==> src/core/cssc_params.svh <==
// Functional notes
// select codes 0001..0100 run internal RC at nominal 1, 2, 4, 8 MHz
// delivered fuses select 1 MHz RC and 65 ms reset delay code
// during reset hardware copies factory calibration byte into trim register
// reset trim value is the 1 MHz byte from signature row location 0x00
// software loads trim itself for RC frequencies other than 1 MHz
// trim zero is slowest, larger values faster, all ones fastest
// RC start-up: 6 cycles from power-down; reset delay none, 4.1 ms, 65 ms
// select code 0000 takes system clock from external clock input pin
// external clock: 6 cycles from power-down, same three reset delays
// watchdog oscillator still times watchdog and reset time-out
// configurer should leave oscillator option fuse unprogrammed with RC clock
// calibrated RC oscillator times nonvolatile memory access; code sets nvm_timebase_rc only while an RC select code is active
// software must not trim over 10 percent above nominal during NVM writes
// external clock changes over 2 percent per cycle need reset held
// trim register read and write at any time, effect without reset
`ifndef CSSC_PARAMS_SVH
`define CSSC_PARAMS_SVH

// ----------------------------------------
// fuse codes and delivered values
// ----------------------------------------
`define CSSC_SEL_EXT        4'h0
`define CSSC_SEL_RC1        4'h1
`define CSSC_SEL_RC2        4'h2
`define CSSC_SEL_RC4        4'h3
`define CSSC_SEL_RC8        4'h4
`define CSSC_SEL_DELIVERED  4'h1
`define CSSC_SUT_NONE       2'h0
`define CSSC_SUT_SHORT      2'h1
`define CSSC_SUT_LONG       2'h2
`define CSSC_SUT_DELIVERED  2'h2
`define CSSC_SIG_CAL_ADDR   8'h00

// ----------------------------------------
// register map
// ----------------------------------------
`define CSSC_ADDR_TRIM      8'h00
`define CSSC_ADDR_STATUS    8'h01
`define CSSC_ADDR_FUSES     8'h02
`define CSSC_TRIM_RESET     8'h00

// ----------------------------------------
// timing
// ----------------------------------------
`define CSSC_CLK_MHZ        125
`define CSSC_PD_START_CK    6
`define CSSC_SHORT_US       4100
`define CSSC_LONG_US        65000
`define CSSC_SHORT_CYC      (`CSSC_SHORT_US * `CSSC_CLK_MHZ)
`define CSSC_LONG_CYC       (`CSSC_LONG_US * `CSSC_CLK_MHZ)

`endif

==> src/core/cssc_pkg.sv <==
package cssc_pkg;
    typedef enum logic [1:0] {
        CSSC_SRC_EXT,
        CSSC_SRC_RC,
        CSSC_SRC_BAD
    } cssc_src_t;

    typedef enum logic [1:0] {
        CSSC_RUN,
        CSSC_DELAY,
        CSSC_PD,
        CSSC_WAKE
    } cssc_phase_t;

    typedef struct packed {
        logic [7:0] addr;
        logic [7:0] wdata;
        logic       wr;
        logic       rd;
    } cssc_bus_t;

    typedef struct packed {
        logic [3:0] clock_select_fuses;
        logic [1:0] startup_time_fuses;
        logic       oscillator_option_fuse;
    } cssc_fuse_t;
endpackage

==> src/core/cssc_top.sv <==
`include "cssc_params.svh"

module cssc_top
    import cssc_pkg::*;
#(
    parameter int unsigned SHORT_CYC = `CSSC_SHORT_CYC,
    parameter int unsigned LONG_CYC  = `CSSC_LONG_CYC
) (
    input  wire logic         clock,
    input  wire logic         rst_n,
    input  wire cssc_bus_t    bus,
    output logic       [7:0]  rdata,
    input  wire cssc_fuse_t   fuses,
    input  wire logic  [7:0]  sig_row_data,
    output logic       [7:0]  sig_row_addr,
    input  wire logic         power_down_req,
    input  wire logic         wake_req,
    input  wire logic         clock_input_pin,
    input  wire logic         watchdog_tick,
    output logic              use_external_clock,
    output logic              use_rc_clock,
    output logic       [3:0]  rc_freq_mhz,
    output logic       [7:0]  trim_value,
    output logic              system_clock_enable,
    output logic              cpu_ready,
    output logic              nvm_timebase_rc,
    output logic              option_fuse_warning
);

    typedef struct packed {
        logic [7:0]  trim;
        logic [7:0]  rdata;
        cssc_phase_t phase;
        logic [23:0] cnt;
        logic        in_reset;
        logic        ext_q;
    } cssc_state_t;

    cssc_state_t st_ff;
    cssc_state_t nxt_st;
    cssc_src_t   src;
    logic [23:0] delay_cyc;

    // ----------------------------------------
    // fuse decode
    // ----------------------------------------
    always_comb begin
        src         = CSSC_SRC_BAD;
        rc_freq_mhz = 4'h0;
        unique case (fuses.clock_select_fuses)
            `CSSC_SEL_EXT: src = CSSC_SRC_EXT;
            `CSSC_SEL_RC1: begin
                src         = CSSC_SRC_RC;
                rc_freq_mhz = 4'h1;
            end
            `CSSC_SEL_RC2: begin
                src         = CSSC_SRC_RC;
                rc_freq_mhz = 4'h2;
            end
            `CSSC_SEL_RC4: begin
                src         = CSSC_SRC_RC;
                rc_freq_mhz = 4'h4;
            end
            `CSSC_SEL_RC8: begin
                src         = CSSC_SRC_RC;
                rc_freq_mhz = 4'h8;
            end
            default: src = CSSC_SRC_BAD;
        endcase
        // reset delay, counted on watchdog ticks; reserved code treated as longest
        unique case (fuses.startup_time_fuses)
            `CSSC_SUT_NONE:  delay_cyc = 24'h0;
            `CSSC_SUT_SHORT: delay_cyc = 24'(SHORT_CYC);
            default:         delay_cyc = 24'(LONG_CYC);
        endcase
    end

    assign use_external_clock  = (src == CSSC_SRC_EXT);
    assign use_rc_clock        = (src == CSSC_SRC_RC);
    assign trim_value          = st_ff.trim;
    assign nvm_timebase_rc     = use_rc_clock;
    assign option_fuse_warning = use_rc_clock & ~fuses.oscillator_option_fuse;
    assign sig_row_addr        = `CSSC_SIG_CAL_ADDR;
    assign cpu_ready           = (st_ff.phase == CSSC_RUN) & ~st_ff.in_reset;
    assign system_clock_enable = cpu_ready & (use_rc_clock | st_ff.ext_q);
    assign rdata               = st_ff.rdata;

    // ----------------------------------------
    // next state
    // ----------------------------------------
    always_comb begin
        nxt_st          = st_ff;
        nxt_st.in_reset = 1'b0;
        nxt_st.ext_q    = clock_input_pin;
        nxt_st.rdata    = 8'h00;
        // trim writable at any time, effective at once
        if (bus.wr && bus.addr == `CSSC_ADDR_TRIM) begin
            nxt_st.trim = bus.wdata;
        end
        if (bus.rd) begin
            unique case (bus.addr)
                `CSSC_ADDR_TRIM:   nxt_st.rdata = st_ff.trim;
                `CSSC_ADDR_STATUS: nxt_st.rdata = {4'h0, cpu_ready, use_rc_clock,
                                                   use_external_clock, st_ff.phase != CSSC_RUN};
                `CSSC_ADDR_FUSES:  nxt_st.rdata = {1'b0, fuses.oscillator_option_fuse,
                                                   fuses.startup_time_fuses,
                                                   fuses.clock_select_fuses};
                default:           nxt_st.rdata = 8'h00;
            endcase
        end
        unique case (st_ff.phase)
            CSSC_RUN: begin
                if (st_ff.in_reset) begin
                    nxt_st.cnt   = delay_cyc;
                    nxt_st.phase = (delay_cyc == 24'h0) ? CSSC_RUN : CSSC_DELAY;
                end else if (power_down_req) begin
                    nxt_st.phase = CSSC_PD;
                end
            end
            CSSC_DELAY: begin
                // time-out runs off the watchdog oscillator
                if (watchdog_tick) begin
                    nxt_st.cnt = st_ff.cnt - 24'h1;
                    if (st_ff.cnt == 24'h1) begin
                        nxt_st.phase = CSSC_RUN;
                    end
                end
            end
            CSSC_PD: begin
                if (wake_req) begin
                    nxt_st.cnt   = 24'(`CSSC_PD_START_CK);
                    nxt_st.phase = CSSC_WAKE;
                end
            end
            CSSC_WAKE: begin
                nxt_st.cnt = st_ff.cnt - 24'h1;
                if (st_ff.cnt == 24'h1) begin
                    nxt_st.phase = CSSC_RUN;
                end
            end
        endcase
    end

    always_ff @(posedge clock) begin
        if (!rst_n) begin
            st_ff          <= '0;
            st_ff.trim     <= sig_row_data;
            st_ff.phase    <= CSSC_RUN;
            st_ff.in_reset <= 1'b1;
        end else begin
            st_ff <= nxt_st;
        end
    end

endmodule // cssc_top

==> config.mk <==
export PLATFORM = sky130hd
export DESIGN_NAME = cssc_top
export DESIGN_NICKNAME = d
export VERILOG_FILES = /design/src/core/cssc_pkg.sv /design/src/core/cssc_top.sv
export VERILOG_INCLUDE_DIRS = /design/src /design/src/core
export SDC_FILE = /design/constraint.sdc
export NUM_CORES = 1
export LEC_CHECK = 0
export BUFFER_PORTS_ARGS = -buffer_cell sky130_fd_sc_hd__buf_2
export CORE_ASPECT_RATIO = 0.9
export CORE_MARGIN = 2
export CORE_UTILIZATION = 47
export DETAILED_ROUTE_END_ITERATION = 10
export PLACE_DENSITY = 0.72
export REMOVE_ABC_BUFFERS = 1
export SYNTH_ARGS = -nofsm -noshare
export SYNTH_HDL_FRONTEND = slang
export SYNTH_SLANG_ARGS = --single-unit
==> constraint.sdc <==
create_clock -name clock -period 2 [get_ports clock]
set_input_delay 0 -clock clock [delete_from_list [all_inputs] [get_ports clock]]
set_output_delay 0 -clock clock [all_outputs]
set_load 0.02 [all_outputs]
Yosys cells after proc, flatten, opt, wreduce, memory -nomap -nowiden:

Cells that the tools add are included.

* register bits after elaboration: 44
* input port bits: 39
* output and inout bits: 34
* logic and storage cells: 57

* add/sub/neg operators: 1
* equal/unequal tests: 17
* muxes and demuxes: 15
* bitwise logic cells: 6
* reductions and logical operators: 12

Operators by type and width (number)
* $pmux 26 s4: 1
* $mux 26: 2
* $pmux 23 s2: 1
* $mux 44: 1
* $eq 24x1->1 const B: 1
* $logic_not 24->1: 1
* $mux 24: 1
* $pmux 8 s3: 1
* $sub 24x1->24 const B: 1
* $mux 8: 2
* $pmux 4 s4: 1
* $eq 4x2->1 const B: 2
* $eq 8x1->1 const B: 1
* $eq 8x2->1 const B: 1
* $logic_not 8->1: 1
* $eq 2x1->1 const B: 3
* $logic_not 2->1: 3
* $mux 2: 3
* $ne 2x2->1 const B: 3
* $reduce_and 3->1: 2
* $eq 2x2->1 const B: 2
* $eq 4x1->1 const B: 1
* $eq 4x3->1 const B: 1
* $logic_not 4->1: 1
* 11 further kinds: 14

Depth between registers and ports, before layout:

Gate-level depths: netlist of run 1.

* depth in word-level cells: 7
* depth in mapped cells: 7
* gate-level depth less buffers: 7

Worst setup path before layout of run 1:

Ideal clock, no wire load.

* path kind: register to register
* start point: reg st_ff[18] (netlist bit)
* end point: reg with a tool-made name
* setup time: 125 ps
* arrival: 1988 ps
* data required time: 1875 ps
* slack: -113 ps
* stages on the path, launching flop included: 6
* path buffers: 0
* clock period less this slack: 2113 ps
* cell sequence: dfxtp_1 -> or4_4 -> or4_1 -> or4_4 -> nor4_2 -> o21ai_1

RTL lines
* from (decl): line cssc_top.sv:39 `cssc_state_t st_ff;`
* from (signal assigned): line cssc_top.sv:151 `st_ff <= nxt_st;`

==> metrics.md, run 1 <==
| Metric | Value |
|---|---|
| Per-cell routed wire length | `~15 um` |
| Max Cap Violations | `0` |
| Worst-Skew Late Latency | `about 0.29 ns` |
| FFs w/ async S/R, synth | `0` |
| Initial antenna violation count | `0` |
| Max-slew headroom | `0.5763` |
| Io pins | `73` |
| Final Hold Fails | `0` |
| Largest net degree at the start of global routing | `22` |
| Ys Warns | `0` |
| WS Path Type | `flip-flop to flip-flop` |
| Row count | `25` |
| Final Power | `2.517 mW` |
| Chip width | `82.12 um` |
| Die height | `74.31 um` |
| Final Wtd Congestion | `0.9031` |
| Post-synth top area share | `0.2792` |
| DRC viols | `0` |
| CP arrival | `2.31 ns` |
| Nets@finish | `407` |
| GRT overflow | `0` |
| Worst-path clk slew | `roughly 0.09 ns` |
| Ratio of final minimum period to clock period | `1.066` |
| Sw Ratio | `0.3612` |
| Distinct cells, synth | `55` |
| Max Slew Vio Count | `0` |
| Worst hold path type | `input port to flip-flop` |
| Leakage | `1.319 nW` |
| Synth cell count leaders | `36 x dfxtp_1, 32 x nor2_1, 25 x buf_4` |
| RR Startpoint | `st_ff[18]$_SDFFE_PN0P_` |
| CP max-delay cell | `or4_4` |
| Syn Inst Count | `a little under 300` |
| Sequential share of the synthesized area | `0.3723` |
| R2R setup slack | `-0.13 ns` |
| Synth Register Bits | `44` |
| Post-synth EDFFs | `8` |
| Critical Path End Type | `flip-flop` |
| Sw power | `0.9090 mW` |
| Crit-path cells | `or4_4 -> or4_4 -> or4_4 -> nor4_4 -> o21ai_1` |
| WP data required | `2.18 ns` |
| Status | `finished, violations left` |
| Clock Sinks | `44` |
| Final ANT Viol Nets | `0` |
| WP buf/inv | `0` |
| 1st-iter DRT viols | `156` |
| Max Clk Rate | `0.4693 GHz` |
| Core area | `5286 um^2` |
| Main synth FF type | `dfxtp_1` |
| Vias | `2476` |
| CP Launch Type | `flip-flop` |
| Share of cells above drive strength 1 | `0.3134` |
| DP HPWL | `slightly below 5000 um` |
| Die ar. | `6102 um^2` |
| Clock Tree Root | `clkbuf_8` |
| Peak VDD IR | `0.5230 mV` |
| CTS H-tree lvls | `2` |
| Final Worst Setup Slack | `-0.1310 ns` |
| Total GRT Usage | `0.2325` |
| Clock Path Buffers | `2` |
| Tmin final | `2.131 ns` |
| Worst hold path depth | `2` |
| Avg Cell Area, Syn | `8.662 um^2` |
| Synth top area cells | `dfxtp_1 28%, edfxtp_1 9.3%, buf_4 7.3%` |
| First-pass GRT wire length | `10960 um` |
| Cells on worst reg2reg path | `5` |
| Final setup violation count | `4` |
| Int Pwr | `1.608 mW` |
| Most common cell type on the critical path | `or4_4` |
| Most area-hungry cell type in the Yosys netlist | `dfxtp_1` |
| Clock network power share | `0.218` |
| Total CTS buffers | `5` |
| Combinational share of power | `0.360` |
| CP max stage delay | `0.53 ns` |
| Worst hold path startpoint | `sig_row_data[4]` |
| Hold endpoint | `trim_value[4]$_DFFE_PP_` |
| I/O Buffers | `64` |
| Layout area overhead | `19.49%` |
| First-pass DRT Iterations | `4` |
| Vias in the first global route | `between 2000 and 2500` |
| Synthesized cell area | `between 2000 and 3000 um^2` |
| Starting density of the core | `0.4883` |
| Antenna Cells | `0` |
| Top delay family on crit path | `simple AND/OR/NAND/NOR gates` |
| Slew @ Worst Pin | `between 0.6 and 0.7 ns` |
| Count leader, synth | `dfxtp_1` |
| Pwr Density | `816.1 nW/um^2` |
| Seq pwr share | `0.422` |
| CTS tree | `done` |
| Setup Skew | `0.007382 ns` |
| Fill count | `about 480` |
| Critical path fanouts, max | `2` |
| Routed wire length | `about 6600 um` |
| Avg Vias per Cell | `~5.7` |
| Unrepaired setup endpoints after global routing | `yes` |
| Failing checks | `negative setup slack` |
| Setup tns final | `-0.3628 ns` |
## repair_timing
action	CTS	global route
hold buffers	2	2
endpoints found under the setup margin	4	12
resized for setup	2	4
buffers inserted	0	1
hold endpoints to repair	2	1
pin swaps	0	1
## layout by cell type (no fill, tap or decap), types with 3 or more instances in the layout
cell	netlist	layout
o21ai_0	17	16
or4_4	2	3
nand3_1	7	7
nand3b_1	3	3
dfxtp_1	36	35
buf_2	0	64
conb_1	1	8
inv_1	5	5
mux2_2	9	9
o21ai_1	3	4
o31ai_1	4	4
nand2_1	17	16
a21o_1	4	4
dlygate4sd3_1	0	4
o31a_1	5	5
edfxtp_1	8	8
nand2b_1	3	3
and2_1	3	3
a32o_1	3	3
nor4b_1	6	6
mux2i_1	8	8
nor2_1	32	32
nor3_1	12	12
clkbuf_8	1	5
buf_4	25	25
a22oi_1	4	4
a21oi_1	19	19
nand4_1	3	3
nor4_1	9	8
## cells by family (layout without fill, tap and decap cells)
kind of cell / after synthesis / in the layout / synth area share
simple gates: 110 / 110 / 0.2307
compound gates: 78 / 78 / 0.1987
flops: 44 / 44 / 0.3723
buf+inv: 44 / 106 / 0.1100
mux: 17 / 17 / 0.07029
fa+ha+maj: 2 / 2 / 0.009693
xor+xnor: 2 / 2 / 0.006787
other cells: 1 / 8 / 0.001453
## power groups by stage
| stage | logic, mW | clock network (mW) | registers [mW] |
|---|---|---|---|
| finish | 0.906 | 0.548 | 1.06 |
| global route | 0.996 | 0.594 | 1.07 |
| global placement | 0.847 | 0 | 1.08 |
| CTS | 0.880 | 0.564 | 1.06 |
| floorplan | 0.491 | 0 | 1.10 |
| detailed placement | 0.861 | 0 | 1.08 |
## layout make-up
| class | instances | area, um^2 | share of cell area |
|---|---|---|---|
| clock buffers | 5 | 68.82 | 0.02231 |
| inverters | 5 | 18.77 | 0.006085 |
| flip-flops and latches | 44 | 962.2 | 0.3120 |
| repair buffers | 93 | 548.0 | 0.1777 |
| clock inverters | 3 | 18.77 | 0.006085 |
| well taps | 67 | 83.83 | 0.02718 |
| multi-input cells | 217 | 1384 | 0.4487 |
## routing by layer
metal	share of wire	global-route usage	wire length, um
met5	0	0	0
met4	0.0072	0.05741	48
met3	0.070	0.04733	463
met2	0.46	0.3640	3040
met1	0.46	0.3308	3086
## sequential cells by signal, summed over array words and instances (netlist names), named ones only
register and flops:
st_ff 27, rdata 8, trim_value 8
## worst max-delay path by stage
stage	to	start	cells after the start
finish	flip-flop	st_ff[18]$_SDFFE_PN0P_	5
floorplan	flip-flop	st_ff[18]$_SDFFE_PN0P_	5
global placement	flip-flop	st_ff[18]$_SDFFE_PN0P_	5
global route	flip-flop	st_ff[18]$_SDFFE_PN0P_	5
detailed placement	flip-flop	st_ff[18]$_SDFFE_PN0P_	5
CTS	flip-flop	st_ff[18]$_SDFFE_PN0P_	5
## stage by stage
step	hold slack (ns)	instance area, um^2	std cells	util	worst slack (ns)
floorplan	0.07555	2342	266	-	-0.1129
global placement	0.2053	2927	421	0.5536	-0.09675
detailed placement	0.2118	2927	421	0.5536	-0.1515
CTS	0.0005889	3047	431	0.5763	-0.1302
global route	0.004206	3084	434	0.5834	-0.1998
finish	0.002207	3084	434	0.5834	-0.1310
No activity file was read; power rests on OpenSTA's default activity.
==> run 2, diff against run 1 <==
CELL_PAD_IN_SITES_DETAIL_PLACEMENT = 1   (was default)
CELL_PAD_IN_SITES_GLOBAL_PLACEMENT = 2   (was default)
CORE_UTILIZATION = 27   (was 47)
PLACE_DENSITY = 0.71   (was 0.72)
==> metrics.md, run 2 (synthesis gave the netlist of run 1 again) <==
| Metric | Value |
|---|---|
| First-pass DRT Iterations | `4 (unchanged)` |
| Leakage | `1.398 nW (+6.0%)` |
| Final Wtd Congestion | `0.8407 (-6.9%)` |
| Row count | `33 (+32%)` |
| Per-cell routed wire length | `17.22 um (+13%)` |
| Max FFs per register | `27 (unchanged)` |
| Multi-input gate area | `1394 um^2 (+0.72%)` |
| Unrepaired setup endpoints after global routing | `yes` |
| Setup Skew | `0.004464 ns (-0.002918 ns)` |
| Register area | `960.9 um^2 (-0.13%)` |
| Die height | `96.76 um (+30%)` |
| Worst hold slack | `0.007248 ns (+0.005040 ns)` |
| Avg Vias per Cell | `5.082 (-11%)` |
| Vias | `2556 (+3.2%)` |
| Initial antenna violation count | `0 (unchanged)` |
| Vias in the first global route | `2620 (+14%)` |
| Routed wire length | `8661 um (+30%)` |
| CP Launch Type | `flip-flop` |
| Die ar. | `10360 um^2 (+70%)` |
| Status | `finished, violations left` |
| Antenna Cells | `0 (unchanged)` |
| Final setup violation count | `4 (unchanged)` |
| Final Worst Setup Slack | `-0.1324 ns (-0.001315 ns)` |
| Clock Path Buffers | `2 (unchanged)` |
| Io pins | `73 (unchanged)` |
| Tmin final | `2.132 ns (+0.001315 ns)` |
| Pwr Density | `835.5 nW/um^2 (+2.4%)` |
| Chip width | `107.1 um (+30%)` |
| Critical path fanouts, max | `2 (unchanged)` |
| Total GRT Usage | `0.1692 (-0.06331)` |
| Starting density of the core | `0.2803 (-0.2079)` |
| Worst hold path type | `input port to flip-flop` |
| WP data required | `2.19 ns (about the same)` |
| Critical Path End Type | `flip-flop` |
| Clock Tree Root | `clkbuf_8` |
| Commonest non-fill, non-tap cell in the layout | `buf_2` |
| WS Path Type | `flip-flop to flip-flop` |
| Nets@finish | `421 (+3.4%)` |
| I/O Buffers | `64 (unchanged)` |
| DRC viols | `0 (unchanged)` |
| First-pass GRT wire length | `13930 um (+27%)` |
| Failing checks | `negative setup slack` |
| Max Slew Vio Count | `0 (unchanged)` |
| CTS tree | `done` |
| Most frequent cells in the layout | `64 x buf_2, 36 x dfxtp_1, 31 x nor2_1` |
| Max-slew headroom | `0.5290 (-0.04731)` |
| Cells after DPL | `477 (+13%)` |
| 1st-iter DRT viols | `111 (-29%)` |
| Worst-Skew Late Latency | `0.30 ns (about the same)` |
| Core area | `9208 um^2 (+74%)` |
| Max Cap Violations | `0 (unchanged)` |
| CP arrival | `2.32 ns (about the same)` |
| Largest net degree at the start of global routing | `19 (-14%)` |
| Ratio of final minimum period to clock period | `1.066 (about the same)` |
| Final ANT Viol Nets | `0 (unchanged)` |
| Layout area overhead | `28.55%` |
| Total CTS buffers | `5 (unchanged)` |
| Fill count | `1116 (+130%)` |
| Biggest register | `st_ff` |
| CTS H-tree lvls | `2 (unchanged)` |
| Clock Sinks | `44 (unchanged)` |
| GRT overflow | `0 (unchanged)` |
| Max Clk Rate | `0.4690 GHz (about the same)` |
| Peak VDD IR | `0.3248 mV (-38%)` |
| Worst-path clk slew | `0.09 ns (about the same)` |
| Share of cells above drive strength 1 | `0.3150 (+0.001609)` |
| DP HPWL | `6441 um (+30%)` |
| Final Hold Fails | `0 (unchanged)` |
| Slew @ Worst Pin | `0.7019 ns (+0.07049 ns)` |
| Finished Layout Cells | `503 (+16%)` |
==> run 2: path summary, 6_finish.rpt <==
path                                   to  slack [ns]              startpoint  depth (start not counted)
setup / recovery                flip-flop       -0.13  st_ff[18]$_SDFFE_PN0P_                          5
hold / removal    trim_value[2]$_DFFE_PP_       0.007                  bus[4]                          2
setup reg to reg                flip-flop       -0.13  st_ff[18]$_SDFFE_PN0P_                          5
hold reg to reg    st_ff[13]$_SDFFE_PN0P_        0.51  st_ff[13]$_SDFFE_PN0P_                          2
==> run 2: worst max-delay path, cell delays in order, from the launching register on <==
cell and delay (ns):
dfxtp_1 0.32, or4_4 0.54, or4_4 0.44, or4_4 0.46, nor4_4 0.16, o21ai_1 0.10
==> run 2: through the flow <==
stage          setup TNS [ns]  area, um^2  setup slack (ns)  power [mW]  utilization
6_report              -0.3480        3318           -0.1324       2.772       0.3604
5_1_grt               -0.7227        3318           -0.1981       2.933       0.3604
4_1_cts               -0.4264        3277           -0.1503       2.751       0.3559
3_5_place_dp          -0.3630        3003           -0.1571       2.004       0.3261
3_3_place_gp          -0.2666        3003           -0.1260       1.990       0.3261
2_1_floorplan         -0.2452        2342           -0.1129       1.591            -
==> run 2: power by group <==
part	switching, mW	internal [mW]
logic	0.583	0.419
clock network	0.328	0.370
registers	0.0869	0.985
total	0.998	1.77
==> run 2: what timing repair did <==
item / in CTS / in global routing
pin swaps: 1 / 2
setup buffers: 0 / 3
hold buffers: 15 / 0
resized for setup: 2 / 4
endpoints found under the setup margin: 5 / 8
endpoints found under the hold margin: 9 / 0
==> run 2: area by class of cell <==
class	count	area share
repair buffers	107	0.2051
multi-input cells	217	0.4201
flip-flops and latches	44	0.2896
clock buffers	5	0.02074
inverters	5	0.005656
well taps	122	0.04600
clock inverters	3	0.01282
==> run 2: layer usage <==
layer / wire [um] / up-vias / global-route usage
met1: 4041 / 1261 / 0.2305
met4: 170 / 0 / 0.04895
li1: - / 1243 / -
met5: 0 / - / 0
met2: 4207 / 39 / 0.2780
met3: 241 / 13 / 0.02291
